--- config.mk ---
export PLATFORM = sky130hd
export DESIGN_NAME = sacr_device_flat
export DESIGN_NICKNAME = d
export VERILOG_FILES = /design/src/sacr_pkg.sv /design/src/sacr_if.sv /design/src/sacr_device.sv /design/src/flat_wrapper.sv
export VERILOG_INCLUDE_DIRS = /design/src
export SDC_FILE = /design/constraint.sdc
export NUM_CORES = 1
export LEC_CHECK = 0
export BUFFER_PORTS_ARGS = -buffer_cell sky130_fd_sc_hd__buf_2
export CORE_UTILIZATION = 24
export CTS_CLUSTER_DIAMETER = 50
export DETAILED_ROUTE_END_ITERATION = 10
export HOLD_SLACK_MARGIN = 0.03
export PLACE_DENSITY = 0.48
export SLEW_MARGIN = 20
export SYNTH_ARGS = -nofsm -noshare
export SYNTH_HDL_FRONTEND = slang
export SYNTH_SLANG_ARGS = --single-unit
export TNS_END_PERCENT = 20
--- constraint.sdc ---
create_clock -name clk -period 5.68 [get_ports clk]
set_input_delay 0.568 -clock clk [delete_from_list [all_inputs] [get_ports clk]]
set_output_delay 0.568 -clock clk [all_outputs]
set_load 0.01 [all_outputs]
--- src/sacr_map.svh ---
// Constants for the serial audio control link: frame layout and timing.
// Assumes inclusion by the package, which both link ends import; definitions only.
`ifndef SACR_MAP_SVH
`define SACR_MAP_SVH
`define SACR_FRAME_BITS 11
`define SACR_SEL_BITS 2
`define SACR_FUNC_BITS 3
`define SACR_VAL_BITS 6
`define SACR_SEL_CODE 2'h2
`define SACR_FUNC_LSB 6
`define SACR_VAL_LSB 0
`define SACR_SEL_LSB 9
`define SACR_NUM_FUNCS 8
`define SACR_SET_RESET 6'h00
`define SACR_CLK_PERIOD_NS 100
`define SACR_LINK_MIN_PERIOD_NS 2000
`define SACR_HALF_CYCLES ((`SACR_LINK_MIN_PERIOD_NS / 2 + `SACR_CLK_PERIOD_NS - 1) / `SACR_CLK_PERIOD_NS)
`endif

--- src/sacr_pkg.sv ---
// Types shared by both ends of the serial audio control link.
// Assumes sacr_map.svh is on the include path.
`include "sacr_map.svh"
package sacr_pkg;
  typedef logic [`SACR_FUNC_BITS-1:0] sacr_func_t;
  typedef logic [`SACR_VAL_BITS-1:0] sacr_val_t;
  typedef logic [`SACR_FRAME_BITS-1:0] sacr_frame_t;
  typedef enum logic [1:0] {
    SACR_H_IDLE = 2'h0,
    SACR_H_LOW = 2'h1,
    SACR_H_HIGH = 2'h3,
    SACR_H_DONE = 2'h2
  } sacr_hstate_t;
endpackage

--- src/sacr_if.sv ---
// Three-wire control link joining the host end and the device end.
// Assumes the testbench instantiates it and wires both modports.
`timescale 1ns/1ps
interface sacr_if;
  logic data;
  logic sclk;
  logic en_n;
  // The host drives all three lines.
  modport host (output data, output sclk, output en_n);
  // The device only listens.
  modport device (input data, input sclk, input en_n);
endinterface // sacr_if

--- src/sacr_device.sv ---
// Device end: receives command frames and holds eight six-bit settings.
// Assumes link lines are asynchronous to clk; they are synchronised here.
`timescale 1ns/1ps
// Functional notes
// - Frame is exactly eleven bits.
// - Leading bits one then zero select device.
// - Three-bit function then six-bit value.
// - Data sampled on rising link clock.
// - Host keeps link clock at most 500 kHz.
// - Enable active low gates data and clock.
// - Shift while enabled; settings unchanged.
// - Enable rise latches and executes frame.
// - Host parks unused selectors on open codes.
module sacr_device
  import sacr_pkg::*;
#(
  parameter int NUM_FUNCS = `SACR_NUM_FUNCS
) (
  // Clock, reset and enable.
  input wire logic clk,
  input wire logic nrst,
  input wire logic ce,
  // Link.
  sacr_if.device lnk,
  // Settings and update strobe.
  output logic [NUM_FUNCS*`SACR_VAL_BITS-1:0] settings,
  output logic upd,
  output sacr_func_t upd_func
);
  initial begin
    if (NUM_FUNCS != (1 << `SACR_FUNC_BITS)) $error("NUM_FUNCS must match the function field.");
  end

  logic [2:0] s1_ff, s2_ff, s3_ff;
  sacr_frame_t sh_ff;
  logic [4:0] cnt_ff;
  sacr_val_t set_ff [NUM_FUNCS];
  logic upd_ff;
  sacr_func_t upd_func_ff;
  logic sclk_rise, en_rise, en_act;

  // Two-stage synchronisers; the third stage feeds edge detection only.
  always_ff @(posedge clk or negedge nrst) begin
    if (!nrst) begin
      s1_ff <= 3'h1;
      s2_ff <= 3'h1;
      s3_ff <= 3'h1;
    end else if (ce) begin
      s1_ff <= {lnk.data, lnk.sclk, lnk.en_n};
      s2_ff <= s1_ff;
      s3_ff <= s2_ff;
    end
  end

  assign en_act = !s2_ff[0];
  assign sclk_rise = s2_ff[1] && !s3_ff[1] && en_act;
  assign en_rise = s2_ff[0] && !s3_ff[0];

  // Shift register; counter saturates so overlong frames are rejected.
  always_ff @(posedge clk or negedge nrst) begin
    if (!nrst) begin
      sh_ff <= '0;
      cnt_ff <= 5'h00;
    end else if (ce) begin
      if (en_rise) begin
        cnt_ff <= 5'h00;
      end else if (sclk_rise) begin
        sh_ff <= {sh_ff[`SACR_FRAME_BITS-2:0], s2_ff[2]};
        if (cnt_ff != 5'h1F) cnt_ff <= cnt_ff + 5'h01;
      end
    end
  end

  // Execute only a complete, selected frame; otherwise keep every setting.
  always_ff @(posedge clk or negedge nrst) begin
    if (!nrst) begin
      for (int i = 0; i < NUM_FUNCS; i++) set_ff[i] <= `SACR_SET_RESET;
      upd_ff <= 1'b0;
      upd_func_ff <= '0;
    end else if (ce) begin
      upd_ff <= 1'b0;
      if (en_rise && cnt_ff == 5'(`SACR_FRAME_BITS)
          && sh_ff[`SACR_SEL_LSB +: `SACR_SEL_BITS] == `SACR_SEL_CODE) begin
        set_ff[sh_ff[`SACR_FUNC_LSB +: `SACR_FUNC_BITS]] <= sh_ff[`SACR_VAL_LSB +: `SACR_VAL_BITS];
        upd_ff <= 1'b1;
        upd_func_ff <= sh_ff[`SACR_FUNC_LSB +: `SACR_FUNC_BITS];
      end
    end
  end

  always_comb begin
    for (int i = 0; i < NUM_FUNCS; i++) settings[i*`SACR_VAL_BITS +: `SACR_VAL_BITS] = set_ff[i];
  end
  assign upd = upd_ff;
  assign upd_func = upd_func_ff;
endmodule // sacr_device

--- src/flat_wrapper.sv ---
// flat-port wrapper written by rule: the top's interface ports become plain ports
module sacr_device_flat import sacr_pkg::*;
#(
  parameter int NUM_FUNCS = `SACR_NUM_FUNCS
)
  (clk, nrst, ce, settings, upd, upd_func, lnk_data, lnk_sclk, lnk_en_n);
  sacr_if lnk_i ();
  input wire logic clk;
  input wire logic nrst;
  input wire logic ce;
  output logic [NUM_FUNCS*`SACR_VAL_BITS-1:0] settings;
  output logic upd;
  output sacr_func_t upd_func;
  input wire logic [$bits(lnk_i.data)-1:0] lnk_data;
  input wire logic [$bits(lnk_i.sclk)-1:0] lnk_sclk;
  input wire logic [$bits(lnk_i.en_n)-1:0] lnk_en_n;
  assign lnk_i.data = lnk_data;
  assign lnk_i.sclk = lnk_sclk;
  assign lnk_i.en_n = lnk_en_n;
  sacr_device #(.NUM_FUNCS(NUM_FUNCS)) u_core (.clk(clk), .nrst(nrst), .ce(ce), .lnk(lnk_i), .settings(settings), .upd(upd), .upd_func(upd_func));
endmodule
# Yosys cells after proc, flatten, opt, wreduce, memory -nomap -nowiden
# Index checks and enable logic that the tools add are counted.
classes:
  n_addsub: 1
  n_mul: 0
  div_mod_pow: 0
  order_cmp: 2
  eq_ne: 3
  shift: 0
  muxes: 7
  bitwise: 2
  reduce_logical: 14
ops:
  columns: ["operator", "count"]
  rows:
  - ["bitwise mux 48 bit", 1]
  - ["demux 6 bit (select 3 bit)", 1]
  - ["two-way mux 5 bit", 3]
  - ["logical AND 1 bit", 6]
  - ["two-way mux 6 bit", 1]
  - ["AND reduction 3 bit", 2]
  - ["adder 5 x 1 -> 5 bit, second input constant", 1]
  - ["equality test 5 x 4 -> 1 bit, second input constant", 1]
  - ["inequality test 5 bit, second input constant", 1]
  - [">= comparator 4 bit, second input constant", 1]
  - ["< comparator 4 x 1 -> 1 bit, second input constant", 1]
  - ["inverter 3 -> 4 bit", 1]
  - ["nonzero test 2 bit", 2]
  - ["logical NOT 1 bit", 3]
  - ["equality test 2 bit, second input constant", 1]
  - ["AND reduction 2 bit", 1]
  - ["two-way mux 1 bit", 1]
  - ["inverter 1 bit", 1]
word_totals:
  register_bits: 76
  latch_bits: 0
  mem_bits_rw: 0
  mem_bits_ro: 0
  out_inout_bits: 52
  elab_cells: 44
  memories: 0

# Logic depth before layout (Yosys ltp)
# Gate-level depths: netlist of run 1.
logic_depth:
  ltp_word: 6
  mapped_depth: 5

# Worst setup path after synthesis of run 1
# OpenSTA, ideal clock, no wires.
synth_timing:
  path_type: "register to register"
  start: "reg u_core.cnt_ff[2]"
  end: "reg u_core.set_ff (netlist bit u_core.settings[19])"
  setup_ns: 0.125
  arrival_ns: 1.784
  slack_ns: 3.772
  path_stages_with_launch: 4
  n_path_buf: 0
  synth_period_minus_slack_ns: 1.908
  path_cell_list: "dfrtp_1 or4b_4 nor4_4 mux2_2"
synth_between:
  elab_chain_cells: 4
synth_rtl:
  columns: ["item", "line_no", "rtl"]
  rows:
  - ["from (decl)", "sacr_device.sv:36", "logic [4:0] cnt_ff;"]
  - ["from (signal assigned)", "sacr_device.sv:69", "if (cnt_ff != 5'h1F) cnt_ff <= cnt_ff + 5'h01;"]
  - ["equality test 5 x 4 -> 1 bit", "sacr_device.sv:82", "if (en_rise && cnt_ff == 5'(`SACR_FRAME_BITS)"]
  - ["logical AND 1 bit", "sacr_device.sv:82", null]
  - ["logical AND 1 bit (no line)", null, null]
  - ["AND reduction 2 bit (no line)", null, null]
  - ["to (signal, indexed assignment)", "sacr_device.sv:84", "set_ff[sh_ff[`SACR_FUNC_LSB +: `SACR_FUNC_BITS]] <= sh_ff[`SACR_VAL_LSB +: `SACR_VAL_BITS];"]
  - ["to (decl)", "sacr_device.sv:37", "sacr_val_t set_ff [NUM_FUNCS];"]
# Every way passes these cells.
# A chain may end at the register's enable or synchronous reset.

# Worst setup path in the final report of run 1
layout_timing:
  start: "reg u_core.cnt_ff[2]"
  end: "reg u_core.set_ff (netlist bit u_core.settings[15])"
# Same word-level chain as after synthesis.

==> results of run 1 <==
==> cells in the mapped netlist (2+ instances only) <==
library cell  number
inv_1              2
o21ai_0            3
dfstp_2            3
nand4_1            5
and3b_1            3
nand3_1            3
nor4_4             3
nand3b_1           4
mux2_2            58
nand2_1           37
buf_4              6
dfrtp_1           73
ha_1               2
clkbuf_1           7
nor3b_1            2
==> metrics by stage <==
stage	total power, W	cell area [sq um]	util (%)
after global routing	0.00137	3890	30.6
after floorplan	0.000682	3150	-
after detailed placement	0.000722	3580	28.1
final	0.00131	3890	30.6
after CTS	0.00133	3890	30.6
after global placement	0.000723	3580	28.1
==> cell families (layout without fill, tap and decap cells) <==
logic type                 after synthesis  after routing
AOI/OAI and AO/OA                        7              7
DFF                                     76             76
buffers and inverters                   17             75
adders and majority gates                2              2
and+or+nand+nor                         67             67
muxes                                   60             60
==> routing by layer <==
| layer | routed length [um] | vias up | track usage, % |
|---|---|---|---|
| met3 | 295 | 8 | 3.32 |
| met2 | 2990 | 45 | 16.2 |
| met5 | 0 | - | 0 |
| li1 | - | 919 | - |
| met1 | 3380 | 963 | 15.0 |
| met4 | 104 | 0 | 4.10 |
==> sequential cells by signal, summed over array words and instances, names as in the netlist <==
register,flops
u_core.cnt_ff,5
u_core.s1_ff,3
u_core.s2_ff,3
u_core.s3_ff,2
u_core.settings,48
u_core.sh_ff,11
u_core.upd,1
u_core.upd_func,3
==> power breakdown <==
| group | internal (W) | total, W | leakage (nW) | switching (W) |
|---|---|---|---|---|
| clock network | 0.000383 | 0.000599 | 0.148 | 0.000217 |
| logic | 0.0000261 | 0.0000625 | 0.874 | 0.0000363 |
| registers | 0.000573 | 0.000645 | 1.04 | 0.0000719 |
| total | 0.000982 | 0.00131 | 2.06 | 0.000325 |
==> final cells by class <==
class | count | area (sq um)
clock inverters | 6 | 88.8
flip-flops and latches | 76 | 1910
fillers | 1318 | 8830
well taps | 172 | 215
inverters | 2 | 7.51
multi-input cells | 136 | 1150
clock buffers | 9 | 225
repair buffers | 58 | 295
==> worst min path at each step <==
stage                       endpoint  slack [ns]  depth (start not counted)
finish               u_core.s1_ff[1]        0.38                          1
CTS                  u_core.s1_ff[1]        0.44                          1
global placement     u_core.sh_ff[0]        0.47                          2
detailed placement   u_core.sh_ff[0]        0.48                          2
global route         u_core.s1_ff[1]        0.47                          1
floorplan           u_core.cnt_ff[0]        0.27                          0
==> results list, run 1 <==
- The critical path runs through a total of 3 cells.
- The floorplan has 41 rows.
* Number of clock sinks: 76
- Sequential elements use 60.6% of the synthesized area.
- The floorplan step defined a core boundary enclosing 12700 sq um.
- Per-instance average area after synthesis: 13.7 sq um
* Detail-routed net length per standard cell: 14.8 um
* Main combinational cell family by area after synthesis: multiplexers
- In this run the worst hold path is classified as primary input to asynchronous set/reset pin.
- IR drop worst, VDD: 0.165 mV
- Maximum number of pins on one net before global-route repair: 77
- In the routed design, unresolved DRC markers number 0.
- Root cell of the clock tree: clkbuf_16
- Before antenna repair, the detailed router went through 4 iterations.
* Post-synthesis cell type with the largest combined area: dfrtp_1
* Mux contribution to synthesized area: 21.4%
* Diode count: 0
- The floorplan step set the die width to 116 um.
- Area share of the leading cell type in the synthesized netlist: 58.1%
- The hold violation total from the final report is 0.
- Drt total wl: 6770 um
- Number of buffers added to fix hold violations after cts: 0
- The worst register-to-register path begins at u_core.cnt_ff[2].
* Worst hold slack: 0.381 ns
- The synthesized netlist occupies a cell area of 3150 sq um.
- Yosys mapped a number of flops with a built-in enable equal to 0.
- After detailed placement, the design holds a cell count of 444.
* Buffers from clock root to sink, at most: 2
* Commonest non-fill, non-tap cells in the layout: 73 x dfrtp_1, 58 x mux2_2, 56 x buf_2
- Critical path required time: 5.89 ns
- Post-detailed-route via-to-cell ratio: 4.22
- Synthesis instantiated 33 different standard cells from the library.
* Proportion of synthesized flip-flops having asynchronous set or reset: 100%
* Clk_lat worst skew: 0.33 ns
- Fmax: 0.475 GHz
* Cell with the largest stage delay on the worst path: or4b_4
* Postcts setup bufs: 0
* Power density over the cells: 336 nW/um^2
* First-pass GRT wire length: 11000 um
- The clock tree synthesis step divided the H-tree into 3 levels.
* Run status: completed
* Remaining max-slew budget at the tightest pin: 35.2%
* Number of pins exceeding their max-slew limit in the final report: 0
- Number of global-route vias before repair: 1976
* Starting DRT DRC Count: 118
* Number of buffer and inverter instances along the worst setup path: 0
- The critical path starts at u_core.cnt_ff[2].
- Critical Setup Path Class: flip-flop to flip-flop
- STA classifies the critical path startpoint as a flip-flop.
- In the finished design, the share of the clock period the worst path needs comes to 37.1%.
- Once the floorplan was initialized, standard cells occupied 24.7% of the core.
- Total of flip-flops plus latches after synthesis: 76
- Across all setup checks in the final design, the least slack found is 3.58 ns.
* Ys flop type: dfrtp_1
* Crit-path max FO: 6
* Number of nets in the layout: 291
- Synthesis produced a netlist whose cell count is 229.
- The cell family contributing the most delay on the critical path is simple AND/OR/NAND/NOR gates.
- Leaving out fill and tap cells, the most frequent cell in the layout is dfrtp_1.
- In this run, post-CTS repair resized a total of 0 instances.
* # Max-Cap Violations: 0
- Unrepaired setup endpoints after global routing: no
* Worst slack at placement: 3.37 ns
* Remaining Overflow, GRT: 0
- Routability cong.: 0.761
* Leakage power figure: 2.06 nW
* Worst setup EP type: flip-flop
- Once detail routing completed, the nets flagged for antenna violations numbered 0.
- Initial antenna violation count: 0
- Synth Warn #: 0
- The area growth from synthesis to layout is 23.7%.
* HPWL reported at the end of detailed placement: 4460 um
* Number of buffers added on ports: 57
- In this run the worst setup path terminates at u_core.settings[15].
* Summed negative setup slack over all endpoints: 0 ns
- Counting the buffers created by CTS gives 9.
- During I/O placement, the number of pins put on the boundary was 58.
- At the worst endpoint, the arrival time is 2.31 ns.
- Transition time at the pin with the least slew margin: 0.972 ns
* Adder and majority cell fraction of the synthesized area: 0.796%
* Dominant cells by area after synthesis: dfrtp_1 58%, mux2_2 21%, nand2_1 4.4%
* CTS tree: built
- GRT Overall Usage: 10.9%
* Xor and xnor fraction of the mapped netlist area: 0%
* DIE AREA: 13600 sq um
- The die is 116 um tall.
- Cell Chain, Critical Path: or4b_4 -> nor4_4 -> mux2_2
* Worst R2R Setup Slack: 3.58 ns
- Clk_skew: 0.00814 ns
- Worst R2R End: u_core.settings[15]
- Subtracting the final worst setup slack from the clock period gives 2.10 ns.
- For this run, the number of standard cells in the final layout without fillers is 459.
* Biggest cell delay along the critical path: 0.63 ns
- The post-route netlist has 48.8% of its cells at a drive strength greater than 1.
- Summing over every cut layer, the via total after detailed routing is 1935.
- Number of cells on the worst reg-to-reg path: 3
* Simple-gate area share of the yosys netlist: 13.0%
- Counting every net in the synthesized netlist gives 237.
* Synthesized-area fraction occupied by ao, oa, aoi and oai cells: 1.43%
* Worst-path clk slew: 0.06 ns
- Setup violations remaining at the end of the flow were counted as 0.
Power figures use the tool's default switching activity.
==> inputs of run 2 (changes only) <==
- clock period: 5.68 -> 2 ns (I/O delays scaled with it)
==> run 2 against run 1 <==
Clock power grew to 2.7 times the previous value. Die area is the same. Highest routed layer unchanged. Non-clock buffer count is 15 higher. Largest cell class unchanged. Worst hold slack worse by 0.28 ns. Critical path depth grew 1. Final cell count increased by 3.5%. Fmax is 12% higher. Flip-flop and latch count unchanged. Via count grew 2.2%. Clock skew about the same. Worst setup slack worse by 3.4 ns. Total power rose to 2.8 times the previous value. Critical endpoint is now u_core.settings[23].
==> results list, run 2 (same netlist as run 1, synthesis figures left out) <==
- The initial core utilization was 24.7% (unchanged).
- The number of sinks handled by clock tree synthesis came to 76 (unchanged).
* First-pass GRT wire length: 11000 um (about the same)
* Post-layout utilization of the core: 31.3% (was 30.6%)
- Fin worst setup slack: 0.127 ns (was 3.58 ns)
- The number of DRC markers in iteration 0 is 98 (was 118).
- GRT Overall Usage: 11.1% (was 10.9%)
* Cell with the largest stage delay on the worst path: or4b_4 (unchanged)
- Worst min-delay path category: primary input to flip-flop (was primary input to asynchronous set/reset pin)
- Biggest cell delay along the critical path: 0.60 ns (was 0.63 ns)
- The data arrival time of the critical path is 2.09 ns (was 2.31 ns).
* DIE AREA: 13600 sq um (unchanged)
- The worst hold path was traced through 2 stages.
- Unrepaired setup endpoints after global routing: yes (was no).
- Maximum number of pins on one net before global-route repair: 32 (was 77)
- Number of nets in the layout: 306 (was 291)
- Min Tclk post-route: 1.87 ns (was 2.10 ns)
* Clk_lat worst skew: 0.33 ns (about the same)
- Final count of hold timing violations: 0 (unchanged)
- The width of the chip was 116 um (unchanged).
- Family with the most delay on the worst path: simple AND/OR/NAND/NOR gates (unchanged)
- Remaining Overflow, GRT: 0 (unchanged)
- Routability cong.: 0.708 (was 0.761)
- The number of core rows came to 41 (unchanged).
- Number of buffer and inverter instances along the worst setup path: 1 (was 0)
- The total length of routed wires is 6800 um (was 6770 um).
- Worst setup EP type: flip-flop (unchanged)
- The slew at the pin closest to its max-slew limit is 0.448 ns (was 0.972 ns).
- Critical path required time: 2.22 ns (was 5.89 ns)
* Post-CTS Resized: 0 (unchanged)
* Cell Chain, Critical Path: or4b_4 -> nor4_4 -> buf_4 -> mux2_2 (was or4b_4 -> nor4_4 -> mux2_2)
- The share of post-route cells with drive strength above 1 is 50.5% (was 48.8%).
* Number of buffers added on ports: 57 (unchanged)
- The maximum fanout along the worst path came to 6 (unchanged).
* Number of top-level pins: 58 (unchanged)
- Root cell of the clock tree: clkbuf_16 (unchanged)
- Run status: completed (unchanged)
* Vias: 1978 (was 1935)
* Buffers from clock root to sink, at most: 2 (unchanged)
* Number of H-tree branching levels: 3 (unchanged)
- The ratio of routed vias to standard cells was 4.16 (was 4.22).
* Clk_skew: 0.00773 ns (was 0.00814 ns)
* IR drop worst, VDD: 0.333 mV (was 0.165 mV)
- The most common cell after layout, fill and taps aside was dfrtp_1 (unchanged).
- The worst-case setup slack after placement is 0.0230 ns (was 3.37 ns).
- The iteration count of the initial detailed-routing pass was 4 (unchanged).
- The clock slew at the register clock pins of the worst setup and hold paths is 0.06 ns (about the same).
- Total placed cells including tap cells: 456 (was 444)
- The initial antenna violation count was 0 (unchanged).
* Fmax: 0.534 GHz (was 0.475 GHz)
- The number of flip-flops in the largest register came to 48 (unchanged).
- Critical path startpoint category: flip-flop (unchanged)
- The count of non-filler cells in the finished layout is 475 (was 459).
- The cell count of the worst reg-to-reg path came to 4 (was 3).
- CTS tree: built (unchanged)
- Number of cells on the critical path: 4 (was 3)
- The power density of the placed cells came to 907 nW/um^2 (was 336 nW/um^2).
- The number of diodes was 0 (unchanged).
- The max-slew headroom at the worst pin came to 69.9% (was 35.2%).
- The number of pins exceeding their max-slew limit in the final report is 0 (unchanged).
* Final setup violation count: 0 (unchanged)
- Remaining antenna violation count after routing: 0 (unchanged)
- Number of clock buffers inserted by TritonCTS: 9 (unchanged)
* # Max-Cap Violations: 0 (unchanged)
- Critical Setup Path Class: flip-flop to flip-flop (unchanged)
- The area growth from synthesis to layout came to 26.8% (was 23.7%).
- Final worst-path cycle share: 93.7% (was 37.1%)
- Leakage power figure: 2.12 nW (was 2.06 nW)
* Number of global-route vias before repair: 1954 (was 1976)
- HPWL reported at the end of detailed placement: 4780 um (was 4460 um)
* Commonest non-fill, non-tap cells in the layout: 73 x dfrtp_1, 58 x mux2_2, 56 x buf_2 (unchanged)
- Detail-routed net length per standard cell: 14.3 um (was 14.8 um)
* Die H: 116 um (unchanged)
* Core area: 12700 sq um (unchanged)
* Remaining DRCs: 0 (unchanged)
[run 2: changes by cell type in the layout (fill, tap and decap cells not counted)]
| cell | before | now |
|---|---|---|
| buf_4 | 2 | 16 |
| clkbuf_1 | 0 | 2 |
| inv_6 | 1 | 0 |
| bufinv_16 | 2 | 1 |
| dlygate4sd3_1 | 0 | 1 |
| clkbuf_8 | 0 | 1 |
[run 2: cell type report]
class	instances	area, sq um
Clock buffer	12	246
Clock inverter	4	50.0
Fill cell	1341	8730
Inverter	2	7.51
Multi-Input combinational cell	136	1150
Sequential cell	76	1910
Tap cell	172	215
Timing Repair Buffer	73	410
[run 2: per-stage QoR]
step	TNS [ns]	power [W]	hold slack, ns	cell area [sq um]
finish	0	0.00362	0.0993	3990
global route	-0.240	0.00379	0.0941	3990
CTS	0	0.00368	0.0892	3970
detailed placement	0	0.00206	0.169	3670
global placement	0	0.00205	0.167	3670
floorplan	0	0.00194	-0.0956	3150
[run 2: path summary, 6_finish.rpt]
check | start | slack, ns | endpoint
min | lnk_sclk | 0.1 | u_core.s1_ff[1]
min in group asynchronous | nrst | 0.35 | u_core.s2_ff[2]
max reg2reg | u_core.cnt_ff[2] | 0.13 | u_core.settings[23]
min reg2reg | u_core.s2_ff[2] | 0.48 | u_core.sh_ff[0]
max in group asynchronous | nrst | 0.95 | u_core.s3_ff[0]
max | u_core.cnt_ff[2] | 0.13 | u_core.settings[23]
[run 2: layer usage]
metal / part of all wire, % / GRT usage, %
met1: 48 / 14.8
met2: 47 / 16.9
met3: 5.1 / 4.15
met4: 0.34 / 2.82
met5: 0 / 0
[run 2: timing repair]
item	in CTS	in global routing
endpoints found under the hold margin	28	0
endpoints found under the setup margin	0	36
hold buffers	1	0
buffers inserted	0	2
[run 2: worst reg2reg max path, delay by kind of cell, from the launching register on]
| family | cells | cell delay (ns) |
|---|---|---|
| buf+inv | 1 | 0.19 |
| flops | 1 | 0.37 |
| mux | 1 | 0.34 |
| simple gates | 2 | 0.86 |
[run 2: where the power goes]
part,internal [W],total [W],switching [W]
logic,0.0000883,0.000200,0.000112
clock network,0.000998,0.00160,0.000598
registers,0.00163,0.00182,0.000193
total,0.00271,0.00362,0.000903
